[src/dma_cfg_pkg.sv]
// Purpose: constants for the dma controller status and setup front end
// Assumes: axi4-lite register access, 32-bit data, one aligned word per register
// Notes: offsets are full bus byte addresses; only bits 11:2 select the word
`default_nettype none
package dma_cfg_pkg;
    localparam logic [31:0] STATUS_OFFSET     = 32'h40800000;
    localparam logic [31:0] SETUP_OFFSET      = 32'h40800004;
    localparam logic [31:0] BASE_OFFSET       = 32'h40800008;
    localparam int          ADDR_DECODE_LSB   = 2;
    localparam int          ADDR_DECODE_MSB   = 11;
    localparam int          TEST_MSB          = 31;
    localparam int          TEST_LSB          = 28;
    localparam logic [3:0]  TEST_PRESENT      = 4'h1;
    localparam logic [3:0]  TEST_ABSENT       = 4'h0;
    localparam int          CHAN_MSB          = 20;
    localparam int          CHAN_LSB          = 16;
    localparam logic [4:0]  CHANNEL_COUNT_LESS_ONE = 5'h02;
    localparam int          PHASE_MSB         = 7;
    localparam int          PHASE_LSB         = 4;
    localparam int          ENABLE_BIT        = 0;
    localparam int          PROT_MSB          = 7;
    localparam int          PROT_LSB          = 5;
    localparam int          BASE_LSB          = 7;
    localparam logic [24:0] BASE_RESET        = 25'h0;
    localparam logic [2:0]  PROT_RESET        = 3'h0;
    localparam logic [1:0]  RESP_OKAY         = 2'h0;
    localparam logic [1:0]  RESP_SLVERR       = 2'h2;
    localparam logic [3:0]  PHASE_LAST        = 4'ha;

    typedef enum logic [3:0] {
        PH_IDLE      = 4'b0000,
        PH_RD_CTRL   = 4'b0001,
        PH_RD_SRCEND = 4'b0010,
        PH_RD_DSTEND = 4'b0011,
        PH_RD_SRC    = 4'b0100,
        PH_WR_DST    = 4'b0101,
        PH_WR_REQCLR = 4'b0110,
        PH_WR_CTRL   = 4'b0111,
        PH_STALLED   = 4'b1000,
        PH_DONE      = 4'b1001,
        PH_SG_TRANS  = 4'b1010
    } phase_t;

    // word index of a byte address within the block
    function automatic logic [9:0] word_index(input logic [31:0] addr);
        word_index = addr[ADDR_DECODE_MSB:ADDR_DECODE_LSB];
    endfunction : word_index
endpackage : dma_cfg_pkg
`default_nettype wire

[src/dma_controller_config_status.sv]
// Purpose: axi4-lite register front end of a three-channel dma controller
// Assumes: one clock, asynchronous active-low reset, sequencer supplies its phase
// Notes: software must keep the base pointer inside on-chip sram
//
// Design decision made here: the AXI4-Lite slave port.
`timescale 1ns/1ps
`default_nettype none
module dma_controller_config_status #(
    parameter bit TEST_LOGIC_PRESENT = 1'b1
) (
    input  wire logic        CLOCK,
    input  wire logic        RST_N,
    input  wire logic [31:0] AWADDR,
    input  wire logic [2:0]  AWPROT,
    input  wire logic        AWVALID,
    output var  logic        AWREADY,
    input  wire logic [31:0] WDATA,
    input  wire logic [3:0]  WSTRB,
    input  wire logic        WVALID,
    output var  logic        WREADY,
    output var  logic [1:0]  BRESP,
    output var  logic        BVALID,
    input  wire logic        BREADY,
    input  wire logic [31:0] ARADDR,
    input  wire logic [2:0]  ARPROT,
    input  wire logic        ARVALID,
    output var  logic        ARREADY,
    output var  logic [31:0] RDATA,
    output var  logic [1:0]  RRESP,
    output var  logic        RVALID,
    input  wire logic        RREADY,
    input  wire logic [3:0]  SEQ_PHASE,
    output var  logic        CTRL_ENABLE,
    output var  logic [3:1]  HPROT_LEVEL,
    output var  logic [31:0] PRIMARY_BASE
);
    logic        aw_held_reg;
    logic [31:0] aw_addr_reg;
    logic        w_held_reg;
    logic [31:0] w_data_reg;
    logic [3:0]  w_strb_reg;
    logic        do_write;
    logic        setup_we;
    logic        base_we;
    logic        write_hit;
    logic        enable_reg;
    logic [2:0]  prot_reg;
    logic [24:0] base_reg;
    logic [3:0]  phase_seen;
    logic [31:0] status_word;
    logic [31:0] rd_next;
    logic [1:0]  rresp_next;

    // address and data may arrive in either order; each is held until both
    assign AWREADY  = !aw_held_reg && !BVALID;
    assign WREADY   = !w_held_reg && !BVALID;
    assign do_write = aw_held_reg && w_held_reg && !BVALID;

    always_ff @(posedge CLOCK or negedge RST_N)
    begin
        if (!RST_N)
        begin
            aw_held_reg <= 1'b0;
            aw_addr_reg <= 32'h0;
        end
        else if (AWVALID && AWREADY)
        begin
            aw_held_reg <= 1'b1;
            aw_addr_reg <= AWADDR;
        end
        else if (do_write)
            aw_held_reg <= 1'b0;
    end

    always_ff @(posedge CLOCK or negedge RST_N)
    begin
        if (!RST_N)
        begin
            w_held_reg <= 1'b0;
            w_data_reg <= 32'h0;
            w_strb_reg <= 4'h0;
        end
        else if (WVALID && WREADY)
        begin
            w_held_reg <= 1'b1;
            w_data_reg <= WDATA;
            w_strb_reg <= WSTRB;
        end
        else if (do_write)
            w_held_reg <= 1'b0;
    end

    // write decode; the status word has no write path at all
    always_comb
    begin
        setup_we  = do_write && (dma_cfg_pkg::word_index(aw_addr_reg)
                    == dma_cfg_pkg::word_index(dma_cfg_pkg::SETUP_OFFSET));
        base_we   = do_write && (dma_cfg_pkg::word_index(aw_addr_reg)
                    == dma_cfg_pkg::word_index(dma_cfg_pkg::BASE_OFFSET));
        write_hit = setup_we || base_we;
    end

    // write response; a status or unmapped write gets slverr, nothing changes
    always_ff @(posedge CLOCK or negedge RST_N)
    begin
        if (!RST_N)
        begin
            BVALID <= 1'b0;
            BRESP  <= dma_cfg_pkg::RESP_OKAY;
        end
        else if (do_write)
        begin
            BVALID <= 1'b1;
            BRESP  <= write_hit ? dma_cfg_pkg::RESP_OKAY : dma_cfg_pkg::RESP_SLVERR;
        end
        else if (BREADY)
            BVALID <= 1'b0;
    end

    dma_setup_regs u_setup (
        .clock      (CLOCK),
        .rst_n      (RST_N),
        .setup_we   (setup_we),
        .base_we    (base_we),
        .wdata      (w_data_reg),
        .wstrb      (w_strb_reg),
        .enable_reg (enable_reg),
        .prot_reg   (prot_reg),
        .base_reg   (base_reg)
    );

    dma_phase_sync u_phase (
        .clock     (CLOCK),
        .rst_n     (RST_N),
        .phase_in  (SEQ_PHASE),
        .phase_out (phase_seen)
    );

    // outputs toward the memory master and the sequencer
    assign CTRL_ENABLE  = enable_reg;
    assign HPROT_LEVEL  = prot_reg;
    assign PRIMARY_BASE = {base_reg, 7'h00};

    // status word; undefined fields read zero
    always_comb
    begin
        status_word = 32'h0;
        status_word[dma_cfg_pkg::TEST_MSB:dma_cfg_pkg::TEST_LSB] =
            TEST_LOGIC_PRESENT ? dma_cfg_pkg::TEST_PRESENT : dma_cfg_pkg::TEST_ABSENT;
        status_word[dma_cfg_pkg::CHAN_MSB:dma_cfg_pkg::CHAN_LSB] =
            dma_cfg_pkg::CHANNEL_COUNT_LESS_ONE;
        status_word[dma_cfg_pkg::PHASE_MSB:dma_cfg_pkg::PHASE_LSB] = phase_seen;
        status_word[dma_cfg_pkg::ENABLE_BIT] = enable_reg;
    end

    // read mux; setup word is write-only so it reads zero with slverr
    always_comb
    begin
        rd_next    = 32'h0;
        rresp_next = dma_cfg_pkg::RESP_OKAY;
        if (dma_cfg_pkg::word_index(ARADDR) == dma_cfg_pkg::word_index(dma_cfg_pkg::STATUS_OFFSET))
            rd_next = status_word;
        else if (dma_cfg_pkg::word_index(ARADDR) == dma_cfg_pkg::word_index(dma_cfg_pkg::BASE_OFFSET))
            rd_next = {base_reg, 7'h00};
        else
            rresp_next = dma_cfg_pkg::RESP_SLVERR;
    end

    assign ARREADY = !RVALID;

    // read data registered; one read under way at a time
    always_ff @(posedge CLOCK or negedge RST_N)
    begin
        if (!RST_N)
        begin
            RVALID <= 1'b0;
            RDATA  <= 32'h0;
            RRESP  <= dma_cfg_pkg::RESP_OKAY;
        end
        else if (ARVALID && ARREADY)
        begin
            RVALID <= 1'b1;
            RDATA  <= rd_next;
            RRESP  <= rresp_next;
        end
        else if (RREADY)
            RVALID <= 1'b0;
    end

    property p_status_fixed;
        @(posedge CLOCK) disable iff (!RST_N)
        (ARVALID && ARREADY && ARADDR[11:2] == 10'h000)
            |=> (RDATA[20:16] == 5'h02 && RDATA[31:28] == (TEST_LOGIC_PRESENT ? 4'h1 : 4'h0));
    endproperty
    a_status_fixed: assert property (p_status_fixed) else $error("status fixed fields wrong");

    property p_chan_field;
        @(posedge CLOCK) disable iff (!RST_N)
        RVALID && RRESP == 2'h0 && $past(ARADDR[11:2]) == 10'h000 && $past(ARVALID && ARREADY)
            |-> RDATA[20:16] == 5'h02;
    endproperty
    a_chan_field: assert property (p_chan_field) else $error("channel count wrong");

    property p_phase_shown;
        @(posedge CLOCK) disable iff (!RST_N)
        (SEQ_PHASE <= 4'ha) |=> (phase_seen == $past(SEQ_PHASE));
    endproperty
    a_phase_shown: assert property (p_phase_shown) else $error("phase not tracked");

    property p_enable_status;
        @(posedge CLOCK) disable iff (!RST_N)
        (ARVALID && ARREADY && ARADDR[11:2] == 10'h000) |=> (RDATA[0] == $past(CTRL_ENABLE));
    endproperty
    a_enable_status: assert property (p_enable_status) else $error("enable status mismatch");

    property p_prot_write;
        @(posedge CLOCK) disable iff (!RST_N)
        (setup_we && w_strb_reg[0]) |=> (HPROT_LEVEL == $past(w_data_reg[7:5]));
    endproperty
    a_prot_write: assert property (p_prot_write) else $error("protection levels not taken");

    property p_prot_hold;
        @(posedge CLOCK) disable iff (!RST_N)
        !setup_we |=> $stable(HPROT_LEVEL);
    endproperty
    a_prot_hold: assert property (p_prot_hold) else $error("protection moved without write");

    property p_enable_write;
        @(posedge CLOCK) disable iff (!RST_N)
        (setup_we && w_strb_reg[0]) |=> (CTRL_ENABLE == $past(w_data_reg[0]) && BVALID);
    endproperty
    a_enable_write: assert property (p_enable_write) else $error("enable not taken");

    property p_base_low_zero;
        @(posedge CLOCK) disable iff (!RST_N)
        (base_we && w_strb_reg == 4'hf) |=> (PRIMARY_BASE == {$past(w_data_reg[31:7]), 7'h00});
    endproperty
    a_base_low_zero: assert property (p_base_low_zero) else $error("base pointer wrong");

    property p_status_write_inert;
        @(posedge CLOCK) disable iff (!RST_N)
        (do_write && !write_hit) |=> ($stable(CTRL_ENABLE) && $stable(PRIMARY_BASE) && BRESP == 2'h2);
    endproperty
    a_status_write_inert: assert property (p_status_write_inert) else $error("status write had effect");

    // undefined phase codes are shown as idle one cycle later
    property p_phase_clamp;
        @(posedge CLOCK) disable iff (!RST_N)
        (SEQ_PHASE > 4'ha) |=> (phase_seen == 4'h0);
    endproperty
    a_phase_clamp: assert property (p_phase_clamp) else $error("undefined phase shown");

    property p_status_phase_read;
        @(posedge CLOCK) disable iff (!RST_N)
        (ARVALID && ARREADY && ARADDR[11:2] == 10'h000) |=> (RDATA[7:4] == $past(phase_seen));
    endproperty
    a_status_phase_read: assert property (p_status_phase_read) else $error("phase read wrong");

    property p_enable_hold;
        @(posedge CLOCK) disable iff (!RST_N)
        !setup_we |=> $stable(CTRL_ENABLE);
    endproperty
    a_enable_hold: assert property (p_enable_hold) else $error("enable moved without write");

    property p_setup_read_refused;
        @(posedge CLOCK) disable iff (!RST_N)
        (ARVALID && ARREADY && ARADDR[11:2] == 10'h001) |=> (RDATA == 32'h0 && RRESP == 2'h2);
    endproperty
    a_setup_read_refused: assert property (p_setup_read_refused) else $error("setup read not refused");

    property p_base_read;
        @(posedge CLOCK) disable iff (!RST_N)
        (ARVALID && ARREADY && ARADDR[11:2] == 10'h002) |=> (RDATA == $past(PRIMARY_BASE) && RRESP == 2'h0);
    endproperty
    a_base_read: assert property (p_base_read) else $error("base read wrong");

    property p_base_hold;
        @(posedge CLOCK) disable iff (!RST_N)
        !base_we |=> $stable(PRIMARY_BASE);
    endproperty
    a_base_hold: assert property (p_base_hold) else $error("base moved without write");

    property p_write_ok;
        @(posedge CLOCK) disable iff (!RST_N)
        (do_write && write_hit) |=> (BVALID && BRESP == 2'h0);
    endproperty
    a_write_ok: assert property (p_write_ok) else $error("mapped write not accepted");

    property p_status_spare_zero;
        @(posedge CLOCK) disable iff (!RST_N)
        (ARVALID && ARREADY && ARADDR[11:2] == 10'h000)
            |=> (RRESP == 2'h0 && RDATA[27:21] == 7'h00 && RDATA[15:8] == 8'h00 && RDATA[3:1] == 3'h0);
    endproperty
    a_status_spare_zero: assert property (p_status_spare_zero) else $error("status spare bits set");

    c_enable_set: cover property (@(posedge CLOCK) disable iff (!RST_N) $rose(CTRL_ENABLE));
    c_base_write: cover property (@(posedge CLOCK) disable iff (!RST_N) base_we);
    c_status_read: cover property (@(posedge CLOCK) disable iff (!RST_N)
        RVALID && RREADY && RDATA[20:16] == 5'h02);
    c_write_order: cover property (@(posedge CLOCK) disable iff (!RST_N) w_held_reg && !aw_held_reg);
    c_status_write: cover property (@(posedge CLOCK) disable iff (!RST_N)
        do_write && !write_hit);
endmodule : dma_controller_config_status
`default_nettype wire

[src/dma_phase_sync.sv]
// Purpose: registers the sequencer phase code for the status word
// Assumes: phase input from the sequencer on the same clock
// Notes: illegal codes above the last one are shown as idle
`timescale 1ns/1ps
`default_nettype none
module dma_phase_sync (
    input  wire logic       clock,
    input  wire logic       rst_n,
    input  wire logic [3:0] phase_in,
    output var  logic [3:0] phase_out
);
    // clamp undefined codes so software never sees garbage
    always_ff @(posedge clock or negedge rst_n)
    begin
        if (!rst_n)
            phase_out <= dma_cfg_pkg::PH_IDLE;
        else if (phase_in > dma_cfg_pkg::PHASE_LAST)
            phase_out <= dma_cfg_pkg::PH_IDLE;
        else
            phase_out <= phase_in;
    end
endmodule : dma_phase_sync
`default_nettype wire

[src/dma_setup_regs.sv]
// Purpose: holds enable, protection levels and structure base pointer
// Assumes: single-cycle write strobes from the bus slave
// Notes: setup word is write-only, base pointer keeps bits 31:7
`timescale 1ns/1ps
`default_nettype none
module dma_setup_regs (
    input  wire logic        clock,
    input  wire logic        rst_n,
    input  wire logic        setup_we,
    input  wire logic        base_we,
    input  wire logic [31:0] wdata,
    input  wire logic [3:0]  wstrb,
    output var  logic        enable_reg,
    output var  logic [2:0]  prot_reg,
    output var  logic [24:0] base_reg
);
    // enable and protection from the low byte; bits 4:1 are dropped
    always_ff @(posedge clock or negedge rst_n)
    begin
        if (!rst_n)
        begin
            enable_reg <= 1'b0;
            prot_reg   <= dma_cfg_pkg::PROT_RESET;
        end
        else if (setup_we && wstrb[0])
        begin
            enable_reg <= wdata[dma_cfg_pkg::ENABLE_BIT];
            prot_reg   <= wdata[dma_cfg_pkg::PROT_MSB:dma_cfg_pkg::PROT_LSB];
        end
    end

    // base pointer, byte lanes honoured; low seven bits never stored
    always_ff @(posedge clock or negedge rst_n)
    begin
        if (!rst_n)
            base_reg <= dma_cfg_pkg::BASE_RESET;
        else if (base_we)
        begin
            if (wstrb[0]) base_reg[0]     <= wdata[7];
            if (wstrb[1]) base_reg[8:1]   <= wdata[15:8];
            if (wstrb[2]) base_reg[16:9]  <= wdata[23:16];
            if (wstrb[3]) base_reg[24:17] <= wdata[31:24];
        end
    end
endmodule : dma_setup_regs
`default_nettype wire

[config.mk]
export PLATFORM = sky130hd
export DESIGN_NAME = dma_controller_config_status
export DESIGN_NICKNAME = d
export VERILOG_FILES = /design/src/dma_cfg_pkg.sv /design/src/dma_controller_config_status.sv /design/src/dma_phase_sync.sv /design/src/dma_setup_regs.sv
export SDC_FILE = /design/constraint.sdc
export NUM_CORES = 1
export LEC_CHECK = 0
export BUFFER_PORTS_ARGS = -buffer_cell sky130_fd_sc_hd__buf_2
export CAP_MARGIN = 40
export CORE_ASPECT_RATIO = 0.9
export CORE_MARGIN = 1.5
export CORE_UTILIZATION = 42
export CTS_CLUSTER_DIAMETER = 60
export DETAILED_ROUTE_END_ITERATION = 8
export GPL_ROUTABILITY_DRIVEN = 0
export GPL_TIMING_DRIVEN = 0
export PLACE_DENSITY = 0.77
export SYNTH_ARGS = -nofsm -noshare
export SYNTH_HDL_FRONTEND = slang
export SYNTH_SLANG_ARGS = --single-unit
[constraint.sdc]
create_clock -name CLOCK -period 2.1 [get_ports CLOCK]
set_clock_uncertainty 0.1 [all_clocks]
set_input_delay 0.42 -clock CLOCK [delete_from_list [all_inputs] [get_ports CLOCK]]
set_output_delay 0.42 -clock CLOCK [all_outputs]
set_load 0.02 [all_outputs]
==> flow_summary.ini <==
[worst_setup_path]
crit_arrival_ns = 2.16
path_class = reg2reg
path_max_fanout = 8
path_cells = or4_4, nor4_4, buf_6, mux2_2
end_kind = flip-flop
cpMaxStageDelayCell = or4_4
max_stage_delay_ns = 0.63
startpoint_type = flip-flop
cp_data_required_time_ns = 2.22

[clock_network]
insertion_delay_ns = 0.34
numCtsBuffers = 9
clock_path_buffers = 2
cts.sinks = 110
root_buffer = clkbuf_16
cts_tree = done
cts.reportedPaths.clkPinSlew_ns = 0.07
cts-htree-levels = 3

[sta]
period_share_pct = 97.21
fmax_mhz = 489.8
setup_tns_ns = 0
hold_viol = 0
min_period_ns = 2.041
finalSetupViolations = 0
maxSlewHeadroom_pct = 60.40
rsz0062_at_grt = no
worst_slack_ns = 0.05853
slew_violations = 0
tightest_slew_ns = 0.5940

[min_path]
hold_class = in2reg

[logic_synthesis]
ys_warn_count = 0
syn_inst = 285
synth_area_leaders = dfrtp_1 (63%), mux2_2 (18%), a32o_1 (6.0%), buf_4 (2.3%), nor4_4 (2.0%)
synth_area_per_cell_sq_um = 15.21
ys_seq_area_share_pct = 63.49
synth.distinct_cells = 27
synth_seq_cells = 110
synth_top_area_cell = dfrtp_1
yosysMostFrequentCell = dfrtp_1
ys_async_sr_fraction_pct = 100.0
syn_area_sq_um = 4335
synth_edf_count = 0
netlist_top_cells_count = dfrtp_1 (110), mux2_2 (71), a32o_1 (26)
synth_ff_type = dfrtp_1
yosys.area.top_type_share_pct = 63.49

[detailed_routing]
drt-total-wl_microns = 9389
firstDrtPassIters = 4
post_drt_wl_per_cell_microns = 16.53
ant_nets = 0
drtIter0Drc = 106
num_vias = 2878
remaining_drc_errors = 0
via_per_inst = 5.067

[floorplan]
rows = 34
core-area_sq_um = 9869
initial_utilization_pct = 43.93
die_h_microns = 99.39
die-area_sq_um = 10940
ioPinCount = 194
die_w_microns = 110.1

[global_routing]
grt_pass1_vias = 2991
grt_pass1_wl_microns = 14960
grt_max_degree = 67
antenna_found_initial = 0
grt_usage_pct = 18.25
grt_overflow = 0

[placed_design]
place_area_sq_um = 5200
place_ws_ns = -0.2734
io_buffers = 126
place.detailed.hpwl_microns = 6844

[pwr]
p_int_mw = 4.124
power.leakage_nw = 2.865
irDropWorstVdd_mv = 0.5916
power_density_nw_per_um2 = 1032
finalPower_mw = 5.728
p_sw_mw = 1.604
p_seq_share_pct = 50.5
sw_frac_of_total_pct = 28.00
combPwrFrac_pct = 23.0
clockPowerShare_pct = 26.5

[final_layout]
largest_register_ffs = 29
stdcell_area_sq_um = 5549
final_layout_size_suffix_gt1_share_pct = 53.62
nets = 556
syn2layout_area_growth_pct = 27.99
fill_cells = 854
diodes = 0

[run]
maxCapViolCount = 0

[run_status]
status = finished clean
-- critical path: cells and delay by family (launching register included) --
family / cells / cell delay (ns)
multiplexers: 1 / 0.34
buffers and inverters: 1 / 0.18
flip-flops: 1 / 0.37
AND/OR/NAND/NOR: 2 / 0.93
-- power by group through the flow --
stage          combinational [mW]  clock (mW)  sequential [mW]
2_1_floorplan               0.916           0             2.89
3_3_place_gp                 1.24           0             2.89
3_5_place_dp                 1.29           0             2.93
4_1_cts                      1.31        1.56             2.89
5_1_grt                      1.45        1.61             2.97
6_report                     1.32        1.52             2.89
-- stage by stage --
| step | hold slack [ns] | std cells | util, % |
|---|---|---|---|
| 6_report | 0.1469 | 568 | 56.22 |
| 3_5_place_dp | 0.3559 | 549 | 52.69 |
| 3_3_place_gp | 0.3685 | 548 | 52.38 |
| 5_1_grt | 0.1574 | 568 | 56.22 |
| 2_1_floorplan | 0.02441 | 296 | - |
| 4_1_cts | 0.1365 | 568 | 56.06 |
-- path summary, 6_finish.rpt --
kind	start	to	slack (ns)	depth (start not counted)
max	aw_addr_reg[9]	u_setup.base_reg[20]	0.06	4
min	BREADY	BVALID	0.15	2
max reg2reg	aw_addr_reg[9]	u_setup.base_reg[20]	0.06	4
min reg2reg	RDATA[11]	RDATA[11]	0.39	1
max in group asynchronous	RST_N	u_setup.base_reg[18]	0.66	3
min in group asynchronous	RST_N	w_data_reg[0]	0.52	2
-- routing by layer --
metal | global-route usage, % | vias up | wire length (microns)
met4 | 5.030 | 0 | 100
met5 | 0 | - | 0
met3 | 5.046 | 10 | 627
met2 | 32.11 | 98 | 4762
li1 | - | 1330 | -
met1 | 21.87 | 1440 | 3898
-- layout make-up --
cell class	count	area (sq um)	area share [%]
inverters	5	18.77	0.3382
multi-input cells	153	1460	26.31
clock buffers	12	246.5	4.442
well taps	126	157.7	2.841
clock inverters	2	10.01	0.1804
repair buffers	133	749.5	13.51
flip-flops and latches	110	2753	49.61
plain buffers	27	153.9	2.773
-- placed cells by master, fill, tap and decap left out, types with 2 or more instances in the layout --
master	n
buf_2	125
dfrtp_1	110
mux2_2	70
a32o_1	26
buf_4	15
clkbuf_1	12
conb_1	12
clkbuf_16	9
nand3b_1	6
o21ai_0	5
inv_1	5
and2_1	4
nor4_4	4
nand2b_1	3
a22o_1	3
clkbuf_2	3
buf_12	3
nor2_1	2
nor4_1	2
nor3_1	2
a21o_1	2
nand2_1	2
clkinv_2	2
-- cells by family (layout without fill, tap and decap cells) --
group / count (synthesis) / after routing / synth area share, %
DFF: 110 / 110 / 63.49
muxes: 72 / 72 / 18.70
AOI/OAI and AO/OA: 38 / 38 / 7.821
buffers and inverters: 33 / 179 / 4.011
and+or+nand+nor: 30 / 30 / 5.685
other: 1 / 12 / 0.08650
xor gates and xnor gates: 1 / 1 / 0.2021
-- what timing repair did --
item	4_1_cts	5_1_grt
endpoints found under the setup margin	55	28
setup buffers	4	1
hold endpoints to repair	20	0
pin swaps	5	2
hold buffers	1	0
resized for setup	5	2
Power figures use the tool's default switching activity.
